$ cat config.mk
export PLATFORM = sky130hd
export DESIGN_NAME = cmc_modulator
export DESIGN_NICKNAME = d
export VERILOG_FILES = /design/src/rtl/cmc_pkg.sv /design/src/rtl/cmc_modulator.sv
export SDC_FILE = /design/constraint.sdc
export NUM_CORES = 1
export LEC_CHECK = 0
export BUFFER_PORTS_ARGS = -buffer_cell sky130_fd_sc_hd__buf_2
export CAP_MARGIN = 20
export CORE_AREA = 2 2 122 124
export DETAILED_ROUTE_END_ITERATION = 16
export DIE_AREA = 0 0 124 126
export PLACE_DENSITY_LB_ADDON = 0.1
export RECOVER_POWER = 25
export SYNTH_ARGS = -nofsm -noshare
export SYNTH_HDL_FRONTEND = slang
export SYNTH_SLANG_ARGS = --single-unit
$ cat constraint.sdc
create_clock -name CLK_I -period 3.7 [get_ports CLK_I]
set_input_delay 0.74 -clock CLK_I [delete_from_list [all_inputs] [get_ports CLK_I]]
set_output_delay 0.74 -clock CLK_I [all_outputs]
set_load 0.02 [all_outputs]
$ cat src/rtl/cmc_pkg.sv
// Package: register map, field layout and timing for the modulator control
package cmc_pkg;

  // Register indices on the plain 2-bit register port
  localparam logic [1:0] ADDR_CTRL_STATUS = 2'h0;
  localparam logic [1:0] ADDR_PERIOD_HIGH = 2'h1;
  localparam logic [1:0] ADDR_MARK_LOW    = 2'h2;
  localparam logic [1:0] ADDR_SPACE_LOW   = 2'h3;

  // Control/status bit positions
  localparam int BIT_END_OF_CYCLE = 7;
  localparam int BIT_HALF_RATE    = 6;
  localparam int BIT_EXT_MASK     = 5;
  localparam int BIT_EXT_SPACE    = 4;
  localparam int BIT_BASEBAND     = 3;
  localparam int BIT_FSK_MODE     = 2;
  localparam int BIT_CYCLE_IE     = 1;
  localparam int BIT_ENABLE       = 0;

  // Period width and nibble split of the high register
  localparam int PERIOD_W      = 12;
  localparam int MARK_NIB_LSB  = 4;
  localparam int SPACE_NIB_LSB = 0;

  // Reset values
  localparam logic [7:0]  CTRL_RESET   = 8'h00;
  localparam logic [11:0] PERIOD_RESET = 12'h000;

  // Time-mode tick: oscillator divided by eight, by sixteen with half rate set
  localparam logic [2:0] TICK_DIV_LAST = 3'h7;

  // Decoded control bits travel together
  typedef struct packed {
    logic half_rate;
    logic ext_mask;
    logic ext_space;
    logic baseband;
    logic fsk_mode;
    logic cycle_ie;
    logic enable;
  } cmc_ctrl_s;

  typedef enum logic [1:0] {
    ST_IDLE,
    ST_MARK,
    ST_SPACE
  } cmc_state_e;

endpackage : cmc_pkg

$ cat src/rtl/cmc_modulator.sv
// Carrier modulator mark/space timer with control and status registers
`timescale 1ns/10ps

module cmc_modulator (
  input  wire logic       CLK_I,
  input  wire logic       RST_B_I,
  input  wire logic       CE_I,
  input  wire logic [1:0] ADDR_I,
  input  wire logic [7:0] WDATA_I,
  input  wire logic       WR_I,
  input  wire logic       RD_I,
  output logic      [7:0] RDATA_O,
  input  wire logic       CARRIER_PERIOD_I,
  input  wire logic       EXT_IRQ_I,
  input  wire logic       KEYSCAN_IRQ_I,
  output logic            CYCLE_IRQ_O,
  output logic            EXT_IRQ_O,
  output logic            CARRIER_ENABLE_O,
  output logic            CARRIER_SECONDARY_O,
  output logic            CARRIER_FORCE_HIGH_O,
  output logic            MOD_GATE_O
);

  ////////////////////////////////////////////////////////////////////////////
  // Register state

  cmc_pkg::cmc_ctrl_s     ctrl;
  logic                   end_of_cycle;
  logic                   status_read_armed;
  logic [11:0]            mark_buf;
  logic [11:0]            space_buf;
  logic [11:0]            space_act;
  logic [11:0]            counter;
  logic                   ext_space_act;
  logic                   secondary;
  logic [2:0]             tick_div;
  logic                   half_phase;
  logic [2:0]             pin_s1;
  logic [2:0]             pin_s2;
  logic                   ext_irq_s2;
  logic                   key_irq_s2;
  logic                   carrier_s2;
  logic                   carrier_d;
  logic [7:0]             rdata;
  cmc_pkg::cmc_state_e    state;
  cmc_pkg::cmc_state_e    next_state;

  ////////////////////////////////////////////////////////////////////////////
  // Decoding

  function automatic logic hit(input logic [1:0] a, input logic [1:0] r);
    hit = (a == r);
  endfunction : hit

  wire logic wr_ctrl  = WR_I & hit(ADDR_I, cmc_pkg::ADDR_CTRL_STATUS);
  wire logic wr_high  = WR_I & hit(ADDR_I, cmc_pkg::ADDR_PERIOD_HIGH);
  wire logic wr_mark  = WR_I & hit(ADDR_I, cmc_pkg::ADDR_MARK_LOW);
  wire logic wr_space = WR_I & hit(ADDR_I, cmc_pkg::ADDR_SPACE_LOW);
  wire logic rd_ctrl  = RD_I & hit(ADDR_I, cmc_pkg::ADDR_CTRL_STATUS);
  wire logic acc_low  = (WR_I | RD_I)
                      & (hit(ADDR_I, cmc_pkg::ADDR_MARK_LOW)
                       | hit(ADDR_I, cmc_pkg::ADDR_SPACE_LOW));
  // Any other access in between disarms the clear sequence
  wire logic acc_other = (WR_I | RD_I) & ~acc_low & ~rd_ctrl;

  wire logic [7:0] ctrl_byte = {end_of_cycle, ctrl.half_rate, ctrl.ext_mask,
                                ctrl.ext_space, ctrl.baseband, ctrl.fsk_mode,
                                ctrl.cycle_ie, ctrl.enable};
  wire logic [7:0] high_byte = {mark_buf[11:8], space_buf[11:8]};
  wire logic [7:0] read_mux =
      hit(ADDR_I, cmc_pkg::ADDR_CTRL_STATUS) ? ctrl_byte :
      hit(ADDR_I, cmc_pkg::ADDR_PERIOD_HIGH) ? high_byte :
      hit(ADDR_I, cmc_pkg::ADDR_MARK_LOW)    ? mark_buf[7:0] :
                                               space_buf[7:0];

  ////////////////////////////////////////////////////////////////////////////
  // Timebase

  // Divide-by-two prescale: half_phase gates every other clock
  wire logic rate_en = ~ctrl.half_rate | half_phase;
  // Time mode ticks each eighth oscillator clock, each sixteenth with half rate set
  wire logic time_tick = rate_en
                       & (tick_div == cmc_pkg::TICK_DIV_LAST);
  // FREQUENCY_SHIFT_MODE mode ticks on each rising carrier period edge, at half rate only on edges in a half_phase cycle
  wire logic fsk_tick = rate_en & carrier_s2 & ~carrier_d;
  wire logic tick = ctrl.fsk_mode ? fsk_tick : time_tick;

  ////////////////////////////////////////////////////////////////////////////
  // Counter and match

  wire logic in_idle  = (state == cmc_pkg::ST_IDLE);
  wire logic in_mark  = (state == cmc_pkg::ST_MARK);
  wire logic in_space = (state == cmc_pkg::ST_SPACE);

  // The comparator looks at the value the counter steps to, so that an
  // empty space register matches on the very tick that ends the mark
  wire logic [11:0] count_next = counter - 12'h001;
  wire logic [11:0] count_cpl  = ~count_next;
  wire logic        underflow  = (counter == 12'h000);

  // Mark expires on the tick taken at count zero
  wire logic mark_expiry = tick & in_mark & underflow;
  wire logic space_match = (count_cpl == space_act);
  wire logic zero_space  = (space_act == cmc_pkg::PERIOD_RESET);
  wire logic space_end   = tick & in_space & space_match;

  // Zero space skips the space state; the next mark follows directly
  wire logic cycle_end = space_end | (mark_expiry & zero_space);
  wire logic start     = in_idle & ctrl.enable;
  wire logic reload    = cycle_end | start;
  wire logic step      = tick & ~in_idle & ~reload;

  // Carrier swaps setting at each mark expiry in frequency-shift mode
  wire logic swap_carrier = ctrl.fsk_mode & mark_expiry;

  ////////////////////////////////////////////////////////////////////////////
  // Sequencer

  always_comb begin
    next_state = state;
    unique case (state)
      cmc_pkg::ST_IDLE: begin
        if (start) begin
          next_state = cmc_pkg::ST_MARK;
        end
      end
      cmc_pkg::ST_MARK: begin
        if (cycle_end & ctrl.enable) begin
          next_state = cmc_pkg::ST_MARK;
        end else if (cycle_end) begin
          next_state = cmc_pkg::ST_IDLE;
        end else if (mark_expiry) begin
          next_state = cmc_pkg::ST_SPACE;
        end
      end
      cmc_pkg::ST_SPACE: begin
        // Disable takes hold only once the running cycle expires
        if (cycle_end & ctrl.enable) begin
          next_state = cmc_pkg::ST_MARK;
        end else if (cycle_end) begin
          next_state = cmc_pkg::ST_IDLE;
        end
      end
    endcase
  end

  always_ff @(posedge CLK_I) begin
    if (!RST_B_I) begin
      state <= cmc_pkg::ST_IDLE;
    end else if (CE_I) begin
      state <= next_state;
    end
  end

  // Extended space keeps the gate shut for whole periods, mark included
  wire logic gate_open = in_mark & ~ext_space_act;

  ////////////////////////////////////////////////////////////////////////////
  // Register file

  always_ff @(posedge CLK_I) begin
    if (!RST_B_I) begin
      ctrl <= cmc_pkg::cmc_ctrl_s'(cmc_pkg::CTRL_RESET[6:0]);
    end else if (CE_I & wr_ctrl) begin
      // Flag bit is read-only; the other bits take the write directly
      ctrl <= cmc_pkg::cmc_ctrl_s'(WDATA_I[6:0]);
    end
  end

  // Single stage: a new mark is picked up at the next reload
  always_ff @(posedge CLK_I) begin
    if (!RST_B_I) begin
      mark_buf <= cmc_pkg::PERIOD_RESET;
    end else if (CE_I) begin
      if (wr_high) begin
        mark_buf[11:8] <= WDATA_I[7:4];
      end
      if (wr_mark) begin
        mark_buf[7:0] <= WDATA_I;
      end
    end
  end

  // Space buffer feeds the active register at every cycle end
  always_ff @(posedge CLK_I) begin
    if (!RST_B_I) begin
      space_buf <= cmc_pkg::PERIOD_RESET;
    end else if (CE_I) begin
      if (wr_high) begin
        space_buf[11:8] <= WDATA_I[3:0];
      end
      if (wr_space) begin
        space_buf[7:0] <= WDATA_I;
      end
    end
  end

  // Read data stands for one cycle only, zero otherwise
  always_ff @(posedge CLK_I) begin
    if (!RST_B_I) begin
      rdata <= 8'h00;
    end else if (CE_I) begin
      rdata <= RD_I ? read_mux : 8'h00;
    end
  end

  ////////////////////////////////////////////////////////////////////////////
  // Cycle-end flag

  // Hardware set wins over the software clear sequence
  wire logic flag_clear = status_read_armed & acc_low;

  always_ff @(posedge CLK_I) begin
    if (!RST_B_I) begin
      end_of_cycle <= 1'b0;
    end else if (CE_I) begin
      if (cycle_end) begin
        end_of_cycle <= 1'b1;
      end else if (flag_clear) begin
        end_of_cycle <= 1'b0;
      end
    end
  end

  // A status read arms the clear; the next access decides
  always_ff @(posedge CLK_I) begin
    if (!RST_B_I) begin
      status_read_armed <= 1'b0;
    end else if (CE_I) begin
      if (rd_ctrl) begin
        status_read_armed <= 1'b1;
      end else if (acc_low | acc_other) begin
        status_read_armed <= 1'b0;
      end
    end
  end

  ////////////////////////////////////////////////////////////////////////////
  // Modulator datapath

  // Prescale phase and the divide-by-eight tick counter
  always_ff @(posedge CLK_I) begin
    if (!RST_B_I) begin
      half_phase <= 1'b0;
      tick_div   <= 3'h0;
    end else if (CE_I) begin
      half_phase <= ~half_phase;
      if (rate_en) begin
        tick_div <= tick_div + 3'h1;
      end
    end
  end

  always_ff @(posedge CLK_I) begin
    if (!RST_B_I) begin
      counter <= cmc_pkg::PERIOD_RESET;
    end else if (CE_I) begin
      if (reload) begin
        counter <= mark_buf;
      end else if (step) begin
        counter <= count_next;
      end
    end
  end

  // Both latch at every reload, whatever the flag holds
  always_ff @(posedge CLK_I) begin
    if (!RST_B_I) begin
      space_act     <= cmc_pkg::PERIOD_RESET;
      ext_space_act <= 1'b0;
    end else if (CE_I & reload) begin
      space_act     <= space_buf;
      ext_space_act <= ctrl.ext_space;
    end
  end

  always_ff @(posedge CLK_I) begin
    if (!RST_B_I) begin
      secondary <= 1'b0;
    end else if (CE_I) begin
      if (start) begin
        secondary <= 1'b0;
      end else if (swap_carrier) begin
        secondary <= ~secondary;
      end
    end
  end

  ////////////////////////////////////////////////////////////////////////////
  // Pin synchronisers

  // Bit 0 external request, bit 1 keyscan, bit 2 carrier period
  wire logic [2:0] pin_raw = {CARRIER_PERIOD_I, KEYSCAN_IRQ_I, EXT_IRQ_I};

  // Only the second stage is read, so a metastable first stage stays local
  for (genvar g = 0; g < 3; g++) begin : g_sync
    always_ff @(posedge CLK_I) begin
      if (!RST_B_I) begin
        pin_s1[g] <= 1'b0;
        pin_s2[g] <= 1'b0;
      end else if (CE_I) begin
        pin_s1[g] <= pin_raw[g];
        pin_s2[g] <= pin_s1[g];
      end
    end
  end

  assign ext_irq_s2 = pin_s2[0];
  assign key_irq_s2 = pin_s2[1];
  assign carrier_s2 = pin_s2[2];

  // Delayed copy for the carrier edge detector; idles low like the pin
  always_ff @(posedge CLK_I) begin
    if (!RST_B_I) begin
      carrier_d <= 1'b0;
    end else if (CE_I) begin
      carrier_d <= carrier_s2;
    end
  end

  ////////////////////////////////////////////////////////////////////////////
  // Outputs

  assign RDATA_O              = rdata;
  assign CYCLE_IRQ_O          = end_of_cycle & ctrl.cycle_ie;
  assign EXT_IRQ_O            = (ext_irq_s2 | key_irq_s2)
                              & ~ctrl.ext_mask;
  assign CARRIER_ENABLE_O     = (state != cmc_pkg::ST_IDLE)
                              & ~ctrl.baseband;
  assign CARRIER_FORCE_HIGH_O = ctrl.baseband;
  assign CARRIER_SECONDARY_O  = secondary;
  assign MOD_GATE_O           = gate_open;

endmodule : cmc_modulator

==> impl_metrics.tcl, run 1 <==
set metrics [dict create \
    drt_first_iter_violations 174 \
    post_drt_wl_per_cell_um 17.49 \
    clock-root-buffer "clkbuf_16" \
    cts-htree-levels 3 \
    arrival_ns 3.78 \
    clk_path_buf_depth 2 \
    violations "capacitance limit, slew limit" \
    crit_start "counter[0]" \
    grt_max_degree 87 \
    area_growth_pct 13.33 \
    max-cap-violations 1 \
    cellLeakagePower_nw 1.893 \
    synth_area_leaders "dfxtp_1, mux2i_1, nand2_1" \
    vias_per_cell 4.920 \
    rsz0062_at_grt "no" \
    synth_top_family_by_area "simple AND/OR/NAND/NOR gates" \
    layout-drive-gt1-share_pct 13.00 \
    final-setup-viol-count 0 \
    relSlewSlack_pct -5.799 \
    slew_violations 87 \
    cts_buffers 9 \
    synthMostInstantiatedCell "nand2_1" \
    synth.area.mux_share_pct 13.53 \
    core-area_um2 14310 \
    grtUsageTotal_pct 16.17 \
    io_pins 32 \
    crit_type "reg2reg" \
    critPathLaunchType "register" \
    crit_path_end_kind "register" \
    grt_pass1_vias 3308 \
    clkTransAtPathRegs_ns 0.06 \
    clock_latency_ns 0.34 \
    multi_input_area_um2 2442 \
    grt_overflow_total 0 \
    power_w 0.002194 \
    io_buffers 31 \
    timing.fmax_ghz 0.2851 \
    nets 520 \
    avgSynthCellArea_um2 8.879 \
    status "finished, violations left" \
    yosysSeqAreaShare_pct 37.74 \
    syn-num-nets 503 \
    cts_sinks 80 \
    die_w_um 124 \
    worst_slew_pin_slew_ns 1.587 \
    ys_seq_elements 80 \
    syn_inst 478 \
    drt-total-wl_um 11960 \
    period_share_pct 94.80 \
    r2r_start "counter[0]" \
    drcViolationCount 0 \
    cts_tree "done" \
    antenna_left 0 \
    vias 3365 \
    place_congestion 0.8319 \
    die_y_um 126 \
    fillCellCount 1529 \
    crit_fanout 14 \
    synth_compound_area_share_pct 14.98 \
    async_flop_share_pct 0 \
    drt_pre_antenna_iters 5 \
    required_ns 3.97 \
    synth_warnings 0 \
    yosys.area.top_type "dfxtp_1" \
    postCtsSetupRepairBufs 0 \
    diodes 0 \
    ir_worst_vdd_uv 214.3 \
    rows 44 \
    synth_top_area_share_pct 37.74 \
    hold_buffers 0 \
    synth_edf_count 0 \
    ys.flop_type "dfxtp_1" \
    cts_resized 0 \
    synthTopCellsByCount "nand2_1, dfxtp_1, mux2i_1" \
    hold_start "space_buf[6]" \
    synth-adder-area-share_pct 2.064 \
    setup-tns-final_ns 0 \
    grt_pass1_wl_um 18930 \
    seq_area_um2 1602 \
    dp_hpwl_um 8709 \
    die_area_um2 15620 \
    final_hold_viol_count 0 \
    start_util_pct 29.65 \
    yosys.area_share.simple_pct 23.02 \
    syn_area_um2 4244 \
    hold_class "reg2reg" \
    layout_min_cycle_time_ns 3.508 \
    clock_skew_ns 0.007208 \
    antenna_found_initial 1 \
    synth_xor_xnor_area_share_pct 3.950 \
    p_per_area_nw_per_um2 456.2 \
    yosys.cell_types.count 62 \
]
[layout by cell type (no fill, tap or decap), drive strengths merged, types with 4 or more instances in the layout]
cell type,synthesis,layout
and2,4,4
o22ai,5,5
nor3,7,7
xnor2,6,6
nand2b,12,12
inv,17,17
o21a,5,5
a21boi,33,33
buf,10,26
nor2b,26,26
mux4,8,8
xor2,8,8
mux2i,36,36
ha,7,7
o21ai,11,11
clkbuf,21,25
nor4,7,7
dfxtp,80,80
a31oi,5,5
nand3,13,13
nor2,18,18
nand2,92,92
[power breakdown]
part           internal [W]  switching, W
Sequential         0.000885     0.0000269
Combinational      0.000182      0.000242
Clock              0.000509      0.000348
Total               0.00158      0.000618
[registers in the layout (all words and copies together), names as in the netlist, 3 cells and up]
signal and flops:
counter 12, pin_s1 3, RDATA_O 8, space_act 12, space_buf 12, ctrl 6, tick_div 3, mark_buf 12
[cells by family (layout without fill, tap and decap cells)]
logic type               count (synthesis)  count (layout)
AO/OA/AOI/OAI                           84              84
flip-flops                              80              80
XOR/XNOR                                16              16
AND/OR/NAND/NOR                        196             196
buffers and inverters                   48              70
multiplexers                            47              47
adder cells (fa/ha/maj)                  7               7
[metrics by stage]
| step | worst slack, ns | instances | util, % | hold slack (ns) | area, um2 |
|---|---|---|---|---|---|
| after detailed placement | 0.2130 | 668 | 31.70 | 0.4679 | 4538 |
| after global placement | 0.3001 | 668 | 31.70 | 0.4606 | 4538 |
| after CTS | 0.1918 | 684 | 33.71 | 0.4758 | 4825 |
| final | 0.1924 | 684 | 33.60 | 0.4731 | 4810 |
| after global routing | 0.03749 | 684 | 33.60 | 0.5062 | 4810 |
| after floorplan | 0.6602 | 478 | - | 0.4384 | 4244 |
[worst max-delay path, stage by stage, from the launching register on]
cell and delay (ns):
dfxtp_1 0.36, inv_1 0.15, ha_1 0.23, or3b_2 0.55
nor3_1 0.34, xnor2_1 0.14, o2111ai_1 0.31, nor3_4 0.11
a21oi_2 0.73, mux2_2 0.41, o21ai_1 0.11
[final timing paths]
path / to / slack, ns / cells after the start
min: space_act[6] / 0.47 / 2
max: counter[6] / 0.19 / 10
min reg2reg: space_act[6] / 0.47 / 2
max reg2reg: counter[6] / 0.19 / 10
[routing by layer]
layer	track usage, %	wire (um)
met5	0	0
met3	2.038	309
met2	25.63	5512
met4	5.882	199
met1	22.47	5939
[cell type report]
cell class	instances	area share (%)
sequential	80	33.30
multi-input combinational	350	50.78
clock buffer	14	5.697
clock inverter	2	0.2601
tap	184	4.787
timing repair buffer	37	3.850
inverter	17	1.327
No activity file was read; power rests on OpenSTA's default activity.
==> run 2, diff against run 1 <==
Settings changed: CORE_AREA 2 2 122 124 to 2 2 146 105, DIE_AREA 0 0 124 126 to 0 0 148 107.
==> impl_metrics.tcl, run 2 (synthesized netlist as in run 1, its figures left out) <==
set metrics [dict create \
    power_w 0.002229 \
    io_buffers 31 \
    cellLeakagePower_nw 1.885 \
    rr_worst_depth 10 \
    critPathSlowestCell "or3b_2" \
    hold_start "space_buf[10]" \
    grt_max_degree 81 \
    grt_pass1_wl_um 19310 \
    arrival_ns 3.61 \
    hold_buffers 0 \
    crit_type "reg2reg" \
    final-setup-viol-count 0 \
    hold_depth 2 \
    grt_pass1_vias 3375 \
    relSlewSlack_pct 6.828 \
    die_area_um2 15840 \
    vias_per_cell 4.918 \
    period_share_pct 91.60 \
    dp_hpwl_um 8981 \
    vias 3413 \
    die_y_um 107 \
    layout_commonest_cell "nand2_1" \
    clkTransAtPathRegs_ns 0.06 \
    start_util_pct 29.38 \
    postCtsSetupRepairBufs 0 \
    crit_fanout 14 \
    grt_overflow_total 0 \
    crit_path_end_kind "register" \
    cts_buffers 9 \
    clk_path_buf_depth 2 \
    layout_common_cells "nand2_1, dfxtp_1, mux2i_1" \
    clock_skew_ns 0.009946 \
    critPathLaunchType "register" \
    diodes 0 \
    grtUsageTotal_pct 16.27 \
    fillCellCount 1536 \
    final_hold_viol_count 0 \
    cts_resized 0 \
    r2r_start "counter[0]" \
    ir_worst_vdd_uv 178.3 \
    area_growth_pct 13.83 \
    required_ns 3.92 \
    p_per_area_nw_per_um2 461.5 \
    timing.fmax_ghz 0.2950 \
    drt_first_iter_violations 158 \
    antenna_left 0 \
    worstPathCellList "inv_1 > ha_1 > or3b_2 > nor4_4 > xnor3_1 > a311o_1 > nor3_4 > a21oi_4 > a41o_1 > a211o_1" \
    worst_slew_pin_slew_ns 1.398 \
    post_drt_wl_per_cell_um 17.39 \
    clock-root-buffer "clkbuf_16" \
    place_congestion 0.8658 \
    slew_violations 0 \
    cts-htree-levels 3 \
    worstReg2RegEnd "counter[9]" \
    reg2reg_slack_ns 0.31 \
    setup_slack_ns 0.3107 \
    max-cap-violations 0 \
    nets 519 \
    hold_class "reg2reg" \
    rsz0062_at_grt "no" \
    status "finished, final reports clean" \
    hold_path_end "space_act[10]" \
    cp_slowest_stage_delay_ns 0.56 \
    setup-tns-final_ns 0 \
    drt_pre_antenna_iters 4 \
    cts_sinks 80 \
    antenna_found_initial 0 \
    io_pins 32 \
    drcViolationCount 0 \
    rows 37 \
    core-area_um2 14440 \
    layout_min_cycle_time_ns 3.389 \
    layout-drive-gt1-share_pct 13.03 \
    die_w_um 148 \
    dp_slack_ns 0.2204 \
    clock_latency_ns 0.34 \
    cts_tree "done" \
    drt-total-wl_um 12070 \
]
-- run 2: worst max path at each step --
| stage | start | end | slack (ns) | depth (start not counted) |
|---|---|---|---|---|
| 2_1_floorplan | counter[0] | counter[9] | 0.66 | 11 |
| 3_3_place_gp | counter[0] | counter[6] | 0.38 | 10 |
| 3_5_place_dp | counter[0] | counter[6] | 0.22 | 10 |
| 4_1_cts | counter[0] | counter[6] | 0.20 | 10 |
| 5_1_grt | counter[0] | state[0] | 0.04 | 10 |
| 6_report | counter[0] | counter[9] | 0.31 | 10 |
-- run 2: final cells by class --
cell class,instances,area (um2),area share (%)
clock buffers,11,232.7,4.817
clock inverters,5,57.56,1.191
inverters,17,63.81,1.321
multi-input cells,350,2454,50.79
flip-flops and latches,80,1602,33.15
well taps,195,244.0,5.051
repair buffers,36,177.7,3.678
-- run 2: power by group --
group / internal, W / switching (W) / total, W
clock network: 0.000522 / 0.000363 / 0.000885
logic: 0.000184 / 0.000249 / 0.000433
registers: 0.000885 / 0.0000266 / 0.000911
total: 0.00159 / 0.000639 / 0.00223
-- run 2: layer usage --
metal | global-route usage, % | wire length [um]
met1 | 23.53 | 6291
met2 | 23.97 | 4946
met3 | 3.574 | 630
met4 | 5.238 | 199
met5 | 0 | 0
-- run 2: critical path, delay by kind of cell, from the launching register on --
family	cells	cell delay, ns
compound gates	4	1.14
xor+xnor	1	0.26
fa+ha+maj	1	0.22
buf+inv	1	0.14
flops	1	0.35
simple gates	3	1.15
-- run 2: through the flow --
stage / util (%) / hold slack (ns) / instances / area [um2]
4_1_cts: 33.47 / 0.4784 / 694 / 4835
3_5_place_dp: 31.46 / 0.4733 / 678 / 4544
6_report: 33.45 / 0.4730 / 694 / 4831
5_1_grt: 33.45 / 0.5129 / 694 / 4831
3_3_place_gp: 31.46 / 0.4673 / 678 / 4544
2_1_floorplan: - / 0.4384 / 478 / 4244
